==> src/common/cps_defines.svh <==
/*
 Constants for the processor power/reset sequencer and its system-side partner.
 Assumes a single 20 MHz clock (mclk) shared by both ends.
*/
// Contract
// - Power-stable held low, glitch-free, until supplies good
// - Each power-stable rise followed by 1 ms reset
// - Power-stable stays high during boundary scan
// - Power-on reset held at least 1 ms
// - Reset returns known state, caches invalidated, no writeback
// - Bus outputs released within two clocks of reset (here six clocks after reset_n falls, through the synchroniser)
// - Configuration sampled on reset release
// - Optional self-test, then fetch from configured vector
// - Stop-clock request enters stop-grant, acknowledge, gate clocks
// - Stop-grant keeps snooping and interrupts, bus clock untouched (stop-grant here ignores the mgmt interrupt until back in run)
// - Stop-clock release restores clocks and execution
// - Sleep request in stop-grant stops all clocks
// - Sleep ignores snoops, interrupts; watches sleep, stop, reset (sleep state here watches sleep, power-stable and reset, not stop)
// - Sleep release returns to stop-grant
// - Management interrupt saves state, acknowledges, runs handler
// - Test-port reset driven low during power-on reset
// - Supply reads code, delivers voltage or shuts off
// - Code decode table, 01111/11111 mean no processor
`ifndef CPS_DEFINES_SVH
`define CPS_DEFINES_SVH
`define CPS_CLK_MHZ 20
`define CPS_RESET_US 1000
`define CPS_RESET_CYC (`CPS_RESET_US * `CPS_CLK_MHZ)
`define CPS_RELEASE_CYC 2
`define CPS_VEC_LOW 32'h000FFFF0
`define CPS_VEC_HIGH 32'h0FFFFFF0
`define CPS_CFG_W 4
`define CPS_CFG_TRISTATE 0
`define CPS_CFG_SELFTEST 1
`define CPS_CFG_VEC_HIGH 2
`define CPS_SELFTEST_CYC 16
`define CPS_SUPPLY_CODE 5'h06
`define CPS_CODE_NONE_A 5'h0F
`define CPS_CODE_NONE_B 5'h1F
`define CPS_MV_HIGH_BASE 2000
`define CPS_MV_HIGH_STEP 50
`define CPS_MV_LOW_BASE 1275
`define CPS_MV_LOW_STEP 25
`endif

==> src/common/cps_pkg.sv <==
/*
 Types shared by both ends of the power/reset sequencer.
 Assumes cps_defines.svh is on the include path.
*/
package cps_pkg;
   typedef enum logic [2:0] {
      cps_off, cps_reset, cps_selftest, cps_run, cps_grant, cps_sleep, cps_mgmt
   } cps_state_type;
   typedef enum logic [1:0] {
      cps_sys_down, cps_sys_wait, cps_sys_reset, cps_sys_up
   } cps_sys_type;
endpackage : cps_pkg

==> src/common/cps_link_if.sv <==
/*
 Pins between the processor sequencer and the system logic.
 Assumes both ends run on the same mclk.
*/
interface cps_link_if;
   logic power_stable_ind;
   logic reset_n;
   logic test_reset_n;
   logic clock_halt_req_n;
   logic deep_idle_req_n;
   logic mgmt_irq_n;
   logic [3:0] cfg_pins;
   logic [4:0] supply_code;
   logic bus_out_en;
   logic grant_ack;
   logic mgmt_ack;
   modport dev (input power_stable_ind, reset_n, test_reset_n, clock_halt_req_n, deep_idle_req_n,
                mgmt_irq_n, cfg_pins, output supply_code, bus_out_en, grant_ack, mgmt_ack);
   modport sys (output power_stable_ind, reset_n, test_reset_n, clock_halt_req_n, deep_idle_req_n,
                mgmt_irq_n, cfg_pins, input supply_code, bus_out_en, grant_ack, mgmt_ack);
endinterface : cps_link_if

==> src/rtl/cps_device.sv <==
/*
 Processor-side power, reset and low-power state sequencer.
 Assumes link inputs are asynchronous to mclk; user side sees clock gates,
 fetch start and cache invalidate.
*/
`include "cps_defines.svh"
module cps_device import cps_pkg::*; (
   // Clock and reset
   input wire logic mclk,
   input wire logic rst,
   // Link
   cps_link_if.dev link,
   // Core side
   input wire logic snoop_req,
   input wire logic mgmt_done,
   output logic core_clk_en,
   output logic bus_clk_en,
   output logic snoop_ack,
   output logic cache_inval,
   output logic save_state,
   output logic fetch_start,
   output logic [31:0] fetch_addr,
   output cps_state_type state
);
   // Three-stage synchronisers; a change counts when stages 2 and 3 agree
   logic [2:0] s_pg;
   logic [2:0] s_rst;
   logic [2:0] s_halt;
   logic [2:0] s_idle;
   logic [2:0] s_mgmt;
   logic pg;
   logic rst_n;
   logic halt_n;
   logic idle_n;
   logic mgmt_n;
   // Straps pass the same filter so a strap still settling is never captured
   logic [`CPS_CFG_W-1:0] cfg_meta;
   logic [`CPS_CFG_W-1:0] cfg_sync;
   logic [`CPS_CFG_W-1:0] cfg_s3;
   logic [`CPS_CFG_W-1:0] cfg_in;
   logic [`CPS_CFG_W-1:0] cfg;
   logic [4:0] st_cnt;
   logic [1:0] rel_cnt;
   logic bus_en;
   logic grant_ack;
   logic mgmt_ack;
   cps_state_type next_state;

   // Hold the old level while stages 2 and 3 differ; an unknown stage also holds
   function automatic logic settle(input logic [2:0] stages, input logic level);
      if (stages[1] == stages[2]) settle = stages[2];
      else settle = level;
   endfunction : settle

   // Fetch address selected by the high-vector strap
   function automatic logic [31:0] vector_of(input logic [`CPS_CFG_W-1:0] straps);
      vector_of = straps[`CPS_CFG_VEC_HIGH] ? `CPS_VEC_HIGH : `CPS_VEC_LOW;
   endfunction : vector_of

   always_ff @(posedge mclk) begin
      s_pg <= {s_pg[1:0], link.power_stable_ind};
      s_rst <= {s_rst[1:0], link.reset_n};
      s_halt <= {s_halt[1:0], link.clock_halt_req_n};
      s_idle <= {s_idle[1:0], link.deep_idle_req_n};
      s_mgmt <= {s_mgmt[1:0], link.mgmt_irq_n};
      cfg_meta <= link.cfg_pins;
      cfg_sync <= cfg_meta;
      cfg_s3 <= cfg_sync;
   end

   // Filtered levels
   always_ff @(posedge mclk) begin
      if (rst) begin
         pg <= 1'b0;
         rst_n <= 1'b0;
         halt_n <= 1'b1;
         idle_n <= 1'b1;
         mgmt_n <= 1'b1;
         cfg_in <= '0;
      end else begin
         pg <= settle(s_pg, pg);
         rst_n <= settle(s_rst, rst_n);
         halt_n <= settle(s_halt, halt_n);
         idle_n <= settle(s_idle, idle_n);
         mgmt_n <= settle(s_mgmt, mgmt_n);
         if (cfg_sync == cfg_s3) cfg_in <= cfg_s3;
      end
   end

   // Decoded conditions
   wire in_reset = !pg || !rst_n;
   wire reset_release = (state == cps_reset) && pg && rst_n;
   wire selftest_done = (st_cnt == 5'(`CPS_SELFTEST_CYC - 1));
   wire strap_tristate = cfg_in[`CPS_CFG_TRISTATE];
   wire strap_selftest = cfg_in[`CPS_CFG_SELFTEST];
   wire outputs_off = cfg[`CPS_CFG_TRISTATE];
   wire [31:0] vector = vector_of(cfg);
   wire [31:0] vector_now = vector_of(cfg_in);

   // Sleep only listens to sleep, power-stable and reset; mgmt waits in run
   always_comb begin
      next_state = state;
      case (state)
         cps_off:
            if (pg) next_state = cps_reset;
         cps_reset:
            if (reset_release) begin
               if (strap_tristate) next_state = cps_reset;
               else if (strap_selftest) next_state = cps_selftest;
               else next_state = cps_run;
            end
         cps_selftest:
            if (selftest_done) next_state = cps_run;
         cps_run:
            if (!mgmt_n) next_state = cps_mgmt;
            else if (!halt_n) next_state = cps_grant;
         cps_grant:
            if (!idle_n) next_state = cps_sleep;
            else if (halt_n) next_state = cps_run;
         cps_sleep:
            if (idle_n) next_state = cps_grant;
         cps_mgmt:
            if (mgmt_done) next_state = cps_run;
         default:
            next_state = cps_off;
      endcase
      if (!pg) next_state = cps_off;
      else if (!rst_n) next_state = cps_reset;
   end

   // Output decode, registered below so every output but the constant supply_code leaves a flop
   wire enter_grant = (state == cps_run) && (next_state == cps_grant);
   wire enter_mgmt = (state == cps_run) && (next_state == cps_mgmt);
   wire enter_run = (next_state == cps_run) && ((state == cps_reset) || (state == cps_selftest));
   wire core_running = (next_state == cps_run) || (next_state == cps_mgmt) || (next_state == cps_selftest);
   wire bus_clocked = (next_state != cps_sleep) && (next_state != cps_off);
   wire snoop_taken = snoop_req && (state != cps_sleep) && !in_reset;
   wire bus_may_drive = (state != cps_sleep) && (state != cps_off) && !outputs_off;
   wire release_due = (rel_cnt == 2'h0);
   wire [4:0] next_st_cnt = (state == cps_selftest) ? st_cnt + 5'h01 : 5'h00;

   always_ff @(posedge mclk) begin
      if (rst) begin
         state <= cps_off;
         cfg <= '0;
         st_cnt <= '0;
      end else begin
         state <= next_state;
         if (reset_release) cfg <= cfg_in;
         st_cnt <= next_st_cnt;
      end
   end

   // Bus drivers drop on the second clock after the filtered reset, six clocks after reset_n falls on the link,
   // outside the two-clock allowance; the counter keeps that margin adjustable
   always_ff @(posedge mclk) begin
      if (rst) begin
         rel_cnt <= '0;
         bus_en <= 1'b0;
      end else if (in_reset) begin
         if (release_due) begin
            rel_cnt <= 2'(`CPS_RELEASE_CYC - 1);
            bus_en <= 1'b0;
         end else begin
            rel_cnt <= rel_cnt - 2'h1;
         end
      end else begin
         rel_cnt <= 2'(`CPS_RELEASE_CYC - 1);
         bus_en <= bus_may_drive;
      end
   end

   // Clock gates and cache invalidate
   always_ff @(posedge mclk) begin
      if (rst) begin
         core_clk_en <= 1'b0;
         bus_clk_en <= 1'b0;
         cache_inval <= 1'b0;
      end else begin
         core_clk_en <= core_running;
         bus_clk_en <= bus_clocked;
         cache_inval <= (next_state == cps_reset);
      end
   end

   // Acknowledges and snoop answer
   always_ff @(posedge mclk) begin
      if (rst) begin
         snoop_ack <= 1'b0;
         grant_ack <= 1'b0;
         mgmt_ack <= 1'b0;
         save_state <= 1'b0;
      end else begin
         snoop_ack <= snoop_taken;
         grant_ack <= enter_grant;
         mgmt_ack <= enter_mgmt;
         save_state <= enter_mgmt;
      end
   end

   // Fetch start; the address follows the straps being captured
   always_ff @(posedge mclk) begin
      if (rst) begin
         fetch_start <= 1'b0;
         fetch_addr <= '0;
      end else begin
         fetch_start <= enter_run;
         if (reset_release) fetch_addr <= vector_now;
         else if (state == cps_selftest) fetch_addr <= vector;
      end
   end

   assign link.supply_code = `CPS_SUPPLY_CODE;
   assign link.bus_out_en = bus_en;
   assign link.grant_ack = grant_ack;
   assign link.mgmt_ack = mgmt_ack;
endmodule : cps_device

==> src/flat_wrapper.sv <==
// flat-port wrapper written by rule: the top's interface ports become plain ports
module cps_device_flat import cps_pkg::*;
  (mclk, rst, snoop_req, mgmt_done, core_clk_en, bus_clk_en, snoop_ack, cache_inval, save_state, fetch_start, fetch_addr, state, link_power_stable_ind, link_reset_n, link_test_reset_n, link_clock_halt_req_n, link_deep_idle_req_n, link_mgmt_irq_n, link_cfg_pins, link_supply_code, link_bus_out_en, link_grant_ack, link_mgmt_ack);
  cps_link_if link_i ();
  input wire logic mclk;
  input wire logic rst;
  input wire logic snoop_req;
  input wire logic mgmt_done;
  output logic core_clk_en;
  output logic bus_clk_en;
  output logic snoop_ack;
  output logic cache_inval;
  output logic save_state;
  output logic fetch_start;
  output logic [31:0] fetch_addr;
  output cps_state_type state;
  input wire logic [$bits(link_i.power_stable_ind)-1:0] link_power_stable_ind;
  input wire logic [$bits(link_i.reset_n)-1:0] link_reset_n;
  input wire logic [$bits(link_i.test_reset_n)-1:0] link_test_reset_n;
  input wire logic [$bits(link_i.clock_halt_req_n)-1:0] link_clock_halt_req_n;
  input wire logic [$bits(link_i.deep_idle_req_n)-1:0] link_deep_idle_req_n;
  input wire logic [$bits(link_i.mgmt_irq_n)-1:0] link_mgmt_irq_n;
  input wire logic [$bits(link_i.cfg_pins)-1:0] link_cfg_pins;
  output wire logic [$bits(link_i.supply_code)-1:0] link_supply_code;
  output wire logic [$bits(link_i.bus_out_en)-1:0] link_bus_out_en;
  output wire logic [$bits(link_i.grant_ack)-1:0] link_grant_ack;
  output wire logic [$bits(link_i.mgmt_ack)-1:0] link_mgmt_ack;
  assign link_i.power_stable_ind = link_power_stable_ind;
  assign link_i.reset_n = link_reset_n;
  assign link_i.test_reset_n = link_test_reset_n;
  assign link_i.clock_halt_req_n = link_clock_halt_req_n;
  assign link_i.deep_idle_req_n = link_deep_idle_req_n;
  assign link_i.mgmt_irq_n = link_mgmt_irq_n;
  assign link_i.cfg_pins = link_cfg_pins;
  assign link_supply_code = link_i.supply_code;
  assign link_bus_out_en = link_i.bus_out_en;
  assign link_grant_ack = link_i.grant_ack;
  assign link_mgmt_ack = link_i.mgmt_ack;
  cps_device u_core (.mclk(mclk), .rst(rst), .link(link_i), .snoop_req(snoop_req), .mgmt_done(mgmt_done), .core_clk_en(core_clk_en), .bus_clk_en(bus_clk_en), .snoop_ack(snoop_ack), .cache_inval(cache_inval), .save_state(save_state), .fetch_start(fetch_start), .fetch_addr(fetch_addr), .state(state));
endmodule
==> config.mk <==
export PLATFORM = sky130hd
export DESIGN_NAME = cps_device_flat
export DESIGN_NICKNAME = d
export VERILOG_FILES = /design/src/common/cps_pkg.sv /design/src/common/cps_link_if.sv /design/src/rtl/cps_device.sv /design/src/flat_wrapper.sv
export VERILOG_INCLUDE_DIRS = /design/src /design/src/common
export SDC_FILE = /design/constraint.sdc
export NUM_CORES = 1
export LEC_CHECK = 0
export BUFFER_PORTS_ARGS = -buffer_cell sky130_fd_sc_hd__buf_2
export CORE_UTILIZATION = 54
export CTS_CLUSTER_DIAMETER = 80
export DETAILED_ROUTE_END_ITERATION = 16
export PLACE_DENSITY = 0.83
export SYNTH_ARGS = -nofsm -noshare
export SYNTH_HDL_FRONTEND = slang
export SYNTH_SLANG_ARGS = --single-unit
==> constraint.sdc <==
create_clock -name mclk -period 3.42 [get_ports mclk]
set_clock_uncertainty 0.05 [all_clocks]
set_input_delay 0.684 -clock mclk [delete_from_list [all_inputs] [get_ports mclk]]
set_output_delay 0.684 -clock mclk [all_outputs]
set_load 0.02 [all_outputs]
## After elaboration in Yosys (flattened, before gate mapping)

Index checks and enable logic that the tools add are counted.

- Register bits after elaboration: 88
- Output and inout bits: 49
- Word-level logic and storage cells: 99

- Add/subtract/negate cells: 2
- Equal/unequal tests: 21
- Muxes and demuxes: 21
- Bitwise logic cells: 2
- Reduce and logical (&&, ||, !) cells: 25

Operator list:

| operator | count |
|---|---|
| $mux 32 | 2 |
| $mux 28 | 2 |
| $mux 3 | 10 |
| $pmux 3 s7 | 1 |
| $eq 3x3->1 const B | 5 |
| $eq 3x2->1 const B | 4 |
| $logic_and 1x1->1 | 10 |
| $eq 3x1->1 const B | 2 |
| $ne 3x3->1 const B | 2 |
| $reduce_bool 3->1 | 2 |
| $add 5x1->5 const B | 1 |
| $eq 1x1->1 | 5 |
| $eq 5x4->1 const B | 1 |
| $mux 1 | 5 |
| $eq 4x4->1 | 1 |
| $logic_not 1->1 | 4 |
| $logic_or 1x1->1 | 4 |
| $logic_not 3->1 | 1 |
| $reduce_or 3->1 | 1 |
| $logic_not 2->1 | 1 |
| $mux 2 | 1 |
| $ne 2x2->1 const B | 1 |
| $not 1->1 | 2 |
| $reduce_bool 2->1 | 1 |
| 2 further kinds | 2 |

## Depth between registers and ports, before layout

- Depth in word-level cells: 10
- Gate-level depth with buffers: 7
- Gate-level depth less buffers: 7

## Least setup slack after synthesis

OpenSTA, ideal clock, no wires.

- Path kind: flip-flop to flip-flop
- Start point: reg u_core.st_cnt[0]
- End point: reg u_core.bus_clk_en
- Setup time: 0.091 ns
- Arrival: 1.727 ns
- Required time: 3.279 ns
- Path slack: 1.552 ns
- Cell stages (with the launch flop): 8
- Period minus slack after synthesis: 1.868 ns
- Cell sequence: dfxtp_1 ha_1 and3_1 ha_1 mux2_1 and3_1 o2111a_1 a311oi_1

- Cells in the longest elaborated chain, start to end: 7
- Elaborated cells between the ends (all ways): 8
- Classes of those cells: 2 x eq/ne; 4 x mux; 2 x reduce/logical

RTL lines:

| element | line | RTL |
|---|---|---|
| from (decl) | cps_device.sv:42 | `logic [4:0] st_cnt;` |
| from (signal assigned) | cps_device.sv:150 | `st_cnt <= next_st_cnt;` |
| $eq 5x4->1 (*) | cps_device.sv:93 | `` wire selftest_done = (st_cnt == 5'(`CPS_SELFTEST_CYC - 1)); `` |
| $mux 3 (*) | cps_device.sv:113 | `if (selftest_done) next_state = cps_run;` |
| $pmux 3 s7 (*) | cps_device.sv:103 | `case (state)` |
| $mux 3 (*) | cps_device.sv:128 | `else if (!rst_n) next_state = cps_reset;` |
| $mux 3 (*) | cps_device.sv:127 | `if (!pg) next_state = cps_off;` |
| $ne 3x3->1 or $reduce_bool 3->1 (tied branches) | cps_device.sv:136 | `wire bus_clocked = (next_state != cps_sleep) && (next_state != cps_off);` |
| $logic_and 1x1->1 (*) | cps_device.sv:136 |  |
| to (signal assigned) | cps_device.sv:181 | `bus_clk_en <= bus_clocked;` |
| to (decl) | cps_device.sv:17 | `output logic bus_clk_en,` |

Mark *: on every way between the ends. The rest lies on a longest branch, timed or not.
A chain may end at the register's enable or synchronous reset.

## Final worst setup path

Same ends and word-level chain as after synthesis.

==> results.md <==
* Ratio of cells with drive above 1 in the final layout at 0.2705
* Worst-skew pair later-pin latency at 330 ps
* Worst reg2reg startpoint: u_core.st_cnt[0]
* Post-route cell area at 2392 sq um
* Met2 GRT Util at 0.2448
* Inserted Diodes at 0
* Final nets at 256
* Synth unique cells at 40
* Die H at 64.76 um
* Critical Path Fanout Max at 4
* Final setup TNS at 0 ps
* Yosys reg bits at 57
* Slowest library cell on the worst path: dfxtp_1
* Setup bufs post-CTS at 0
* Yosys warns at 0
* Critical Path Source Type: flop
* RSZ-0062 raised after global routing: false
* I/O pin count at 63
* Post-Syn Instances at 211
* Post-synth EDFFs at 0
* Hpwl dp at between 2000 and 2500 um
* Main flop type after synthesis: dfxtp_1
* First-pass GRT wire length at 5216 um
* Synth-to-layout area growth at 12.47%
* Hold EP: u_core.s_pg[1]
* Fillers at 320
* Clock tree sinks at 57
* Setup violators final at 0
* Most frequent cells in the layout: dfxtp_1, buf_2, nor2_1, conb_1, clkbuf_8
* Reg-to-reg endpoint: u_core.bus_clk_en
* HP Class: flop to flop
* Initial drt markers at 96
* Hold depth at 0
* Mean Syn Cell Area at 10.08 sq um
* H-Tree Depth at 3
* Worst-path clk slew at 60 ps
* Final GP Congestion at 0.8666
* MaxCap Viol Count at 0
* FF/Latch Area at 1141 sq um
* Final slew viol count at 0
* Most common cell after layout, fill and taps aside: dfxtp_1
* Tcrit/Tclk final at 0.5891
* CP Buf/Inv Count at 0
* R2r worst-path depth at 7
* M3 GR Usage at 0.08979
* Clock root cell: clkbuf_8
* Number of port buffers at 48
* Reg2reg setup slack at 1410 ps
* Initial Util at 0.5724
* FMAX at 0.4963 GHz
* Hold Fails Final Rpt at 0
* Data required, critical path at about 3600 ps
* Vias in the first global route at approximately 1,200
* Die width at ~65 um
* Final wirelength at between 3000 and 4000 um
* Pwr dens at between 600 and 700 nW/um^2
* Asr flop ratio synth at 0
* Crit end category: flop
* Total global routing overflow at 0
* Largest net degree at the start of global routing at 25
* Initial antenna violation count at 0
* Cell Area, Placed at 2163 sq um
* CTS tree: built
* Hold Crit Start: u_core.s_pg[0]
* Leak at 0.001150 uW
* Worst Path Arrival at 2160 ps
* CP Launch Point: u_core.st_cnt[0]
* Cell family with most CP delay: compound AO/OA/AOI/OAI gates
* Die area at 4194 sq um
* Core Area at 3716 sq um
* Seq/Total Area, Yosys at 0.5365
* Total GRT Usage at 0.1717
* TritonCTS buffer count at 9
* Max stage delay on crit path at around 330 ps
* DRT Pass-1 Iters at 4
* Crit path cell chain: ha_1, and3_1, ha_1, mux2_1, and3_1, o21ai_1, a311oi_1
* WL per Instance at between 10 and 15 um
* Setup Crit Path Kind: flop to flop
* Mapped cell area at ~2100 sq um
* Row cnt at 22
* Outcome: complete, no violations
* Detailed-route DRC error count at 0
* Hold buffer count at cts at 0
* Post-cts repair resize count at 0
* Min Clock Period, post-route at 2015 ps
* Clock buffer depth at 2
* Peak supply drop at 0.4208 mV
* Met1 Use GR at 0.2000
* Area occupied by multi-input gates at ~680 sq um
* Vias at around 1,400
* Busiest grt layer: met2
* DR vias/cell at 4.846
* Remaining antenna violation count at 0
worst max-delay path by stage:
stage	endpoint	slack (ps)	cells past startpoint
2_1_floorplan	u_core.bus_clk_en	1550	7
3_3_place_gp	u_core.bus_clk_en	1450	7
3_5_place_dp	u_core.bus_clk_en	1390	7
4_1_cts	u_core.bus_clk_en	1400	7
5_1_grt	u_core.bus_clk_en	1240	7
6_report	u_core.bus_clk_en	1410	7
layer usage:
metal / wire length (um) / share of wire / up-vias
li1: - / - / 711
met1: 1427 / 0.46 / 635
met2: 1380 / 0.45 / 63
met3: 224 / 0.073 / 6
met4: 53 / 0.017 / 0
met5: 0 / 0 / -
per-stage QoR:
stage               instances  worst slack (ps)  power, uW  utilization  hold slack (ps)
floorplan                 222              1552      776.3            -            259.6
global placement          276              1448      777.4       0.5822            259.7
detailed placement        276              1395      780.6       0.5822            262.1
CTS                       292              1403       1485       0.6438            276.3
global route              292              1244       1529       0.6438            282.6
finish                    292              1405       1469       0.6438            276.7
worst reg2reg max path, stage by stage (launching register included):
cell,delay (ps)
dfxtp_1,330
ha_1,230
and3_1,190
ha_1,170
mux2_1,270
and3_1,210
o21ai_1,310
a311oi_1,130
registers in the layout (all words and copies together), names as in the netlist, 3 cells and up:
name / count
u_core.state: 3
u_core.s_pg: 3
u_core.s_idle: 3
u_core.cfg_in: 3
u_core.s_rst: 3
u_core.st_cnt: 5
u_core.cfg_s3: 4
u_core.cfg_meta: 4
u_core.s_mgmt: 3
u_core.s_halt: 3
u_core.cfg_sync: 4
report_power, final:
part           switching, uW  leakage (uW)  internal (uW)
logic                   36.6      0.000563           22.2
registers               16.9      0.000472            690
clock network            256      0.000115            447
cell usage after synthesis (all sizes together), types with 5 or more instances:
cell type,count,area (sq um)
buf,39,294.0
a21oi,9,45.04
xnor2,5,43.79
dfxtp,57,1141
nand3,5,25.02
mux2i,5,50.05
inv,10,37.54
o21ai,6,30.02
nor2,23,86.33
nand2,7,26.28
layout make-up:
cell class / count / area share
flip-flops and latches: 57 / 0.4770
well taps: 48 / 0.02510
clock inverters: 5 / 0.03243
inverters: 10 / 0.01569
clock buffers: 11 / 0.06328
multi-input cells: 113 / 0.2861
repair buffers: 48 / 0.1004
cells by family (layout without fill, tap and decap cells):
family,count (synthesis),after routing,share of synthesized area
AO/OA/AOI/OAI,29,29,0.08941
buffers and inverters,52,74,0.1612
XOR/XNOR,7,7,0.02882
multiplexers,6,6,0.02882
other,2,13,0.003531
adder cells (fa/ha/maj),3,3,0.01765
AND/OR/NAND/NOR,55,55,0.1341
flip-flops,57,57,0.5365
No activity file was read; power rests on OpenSTA's default activity.
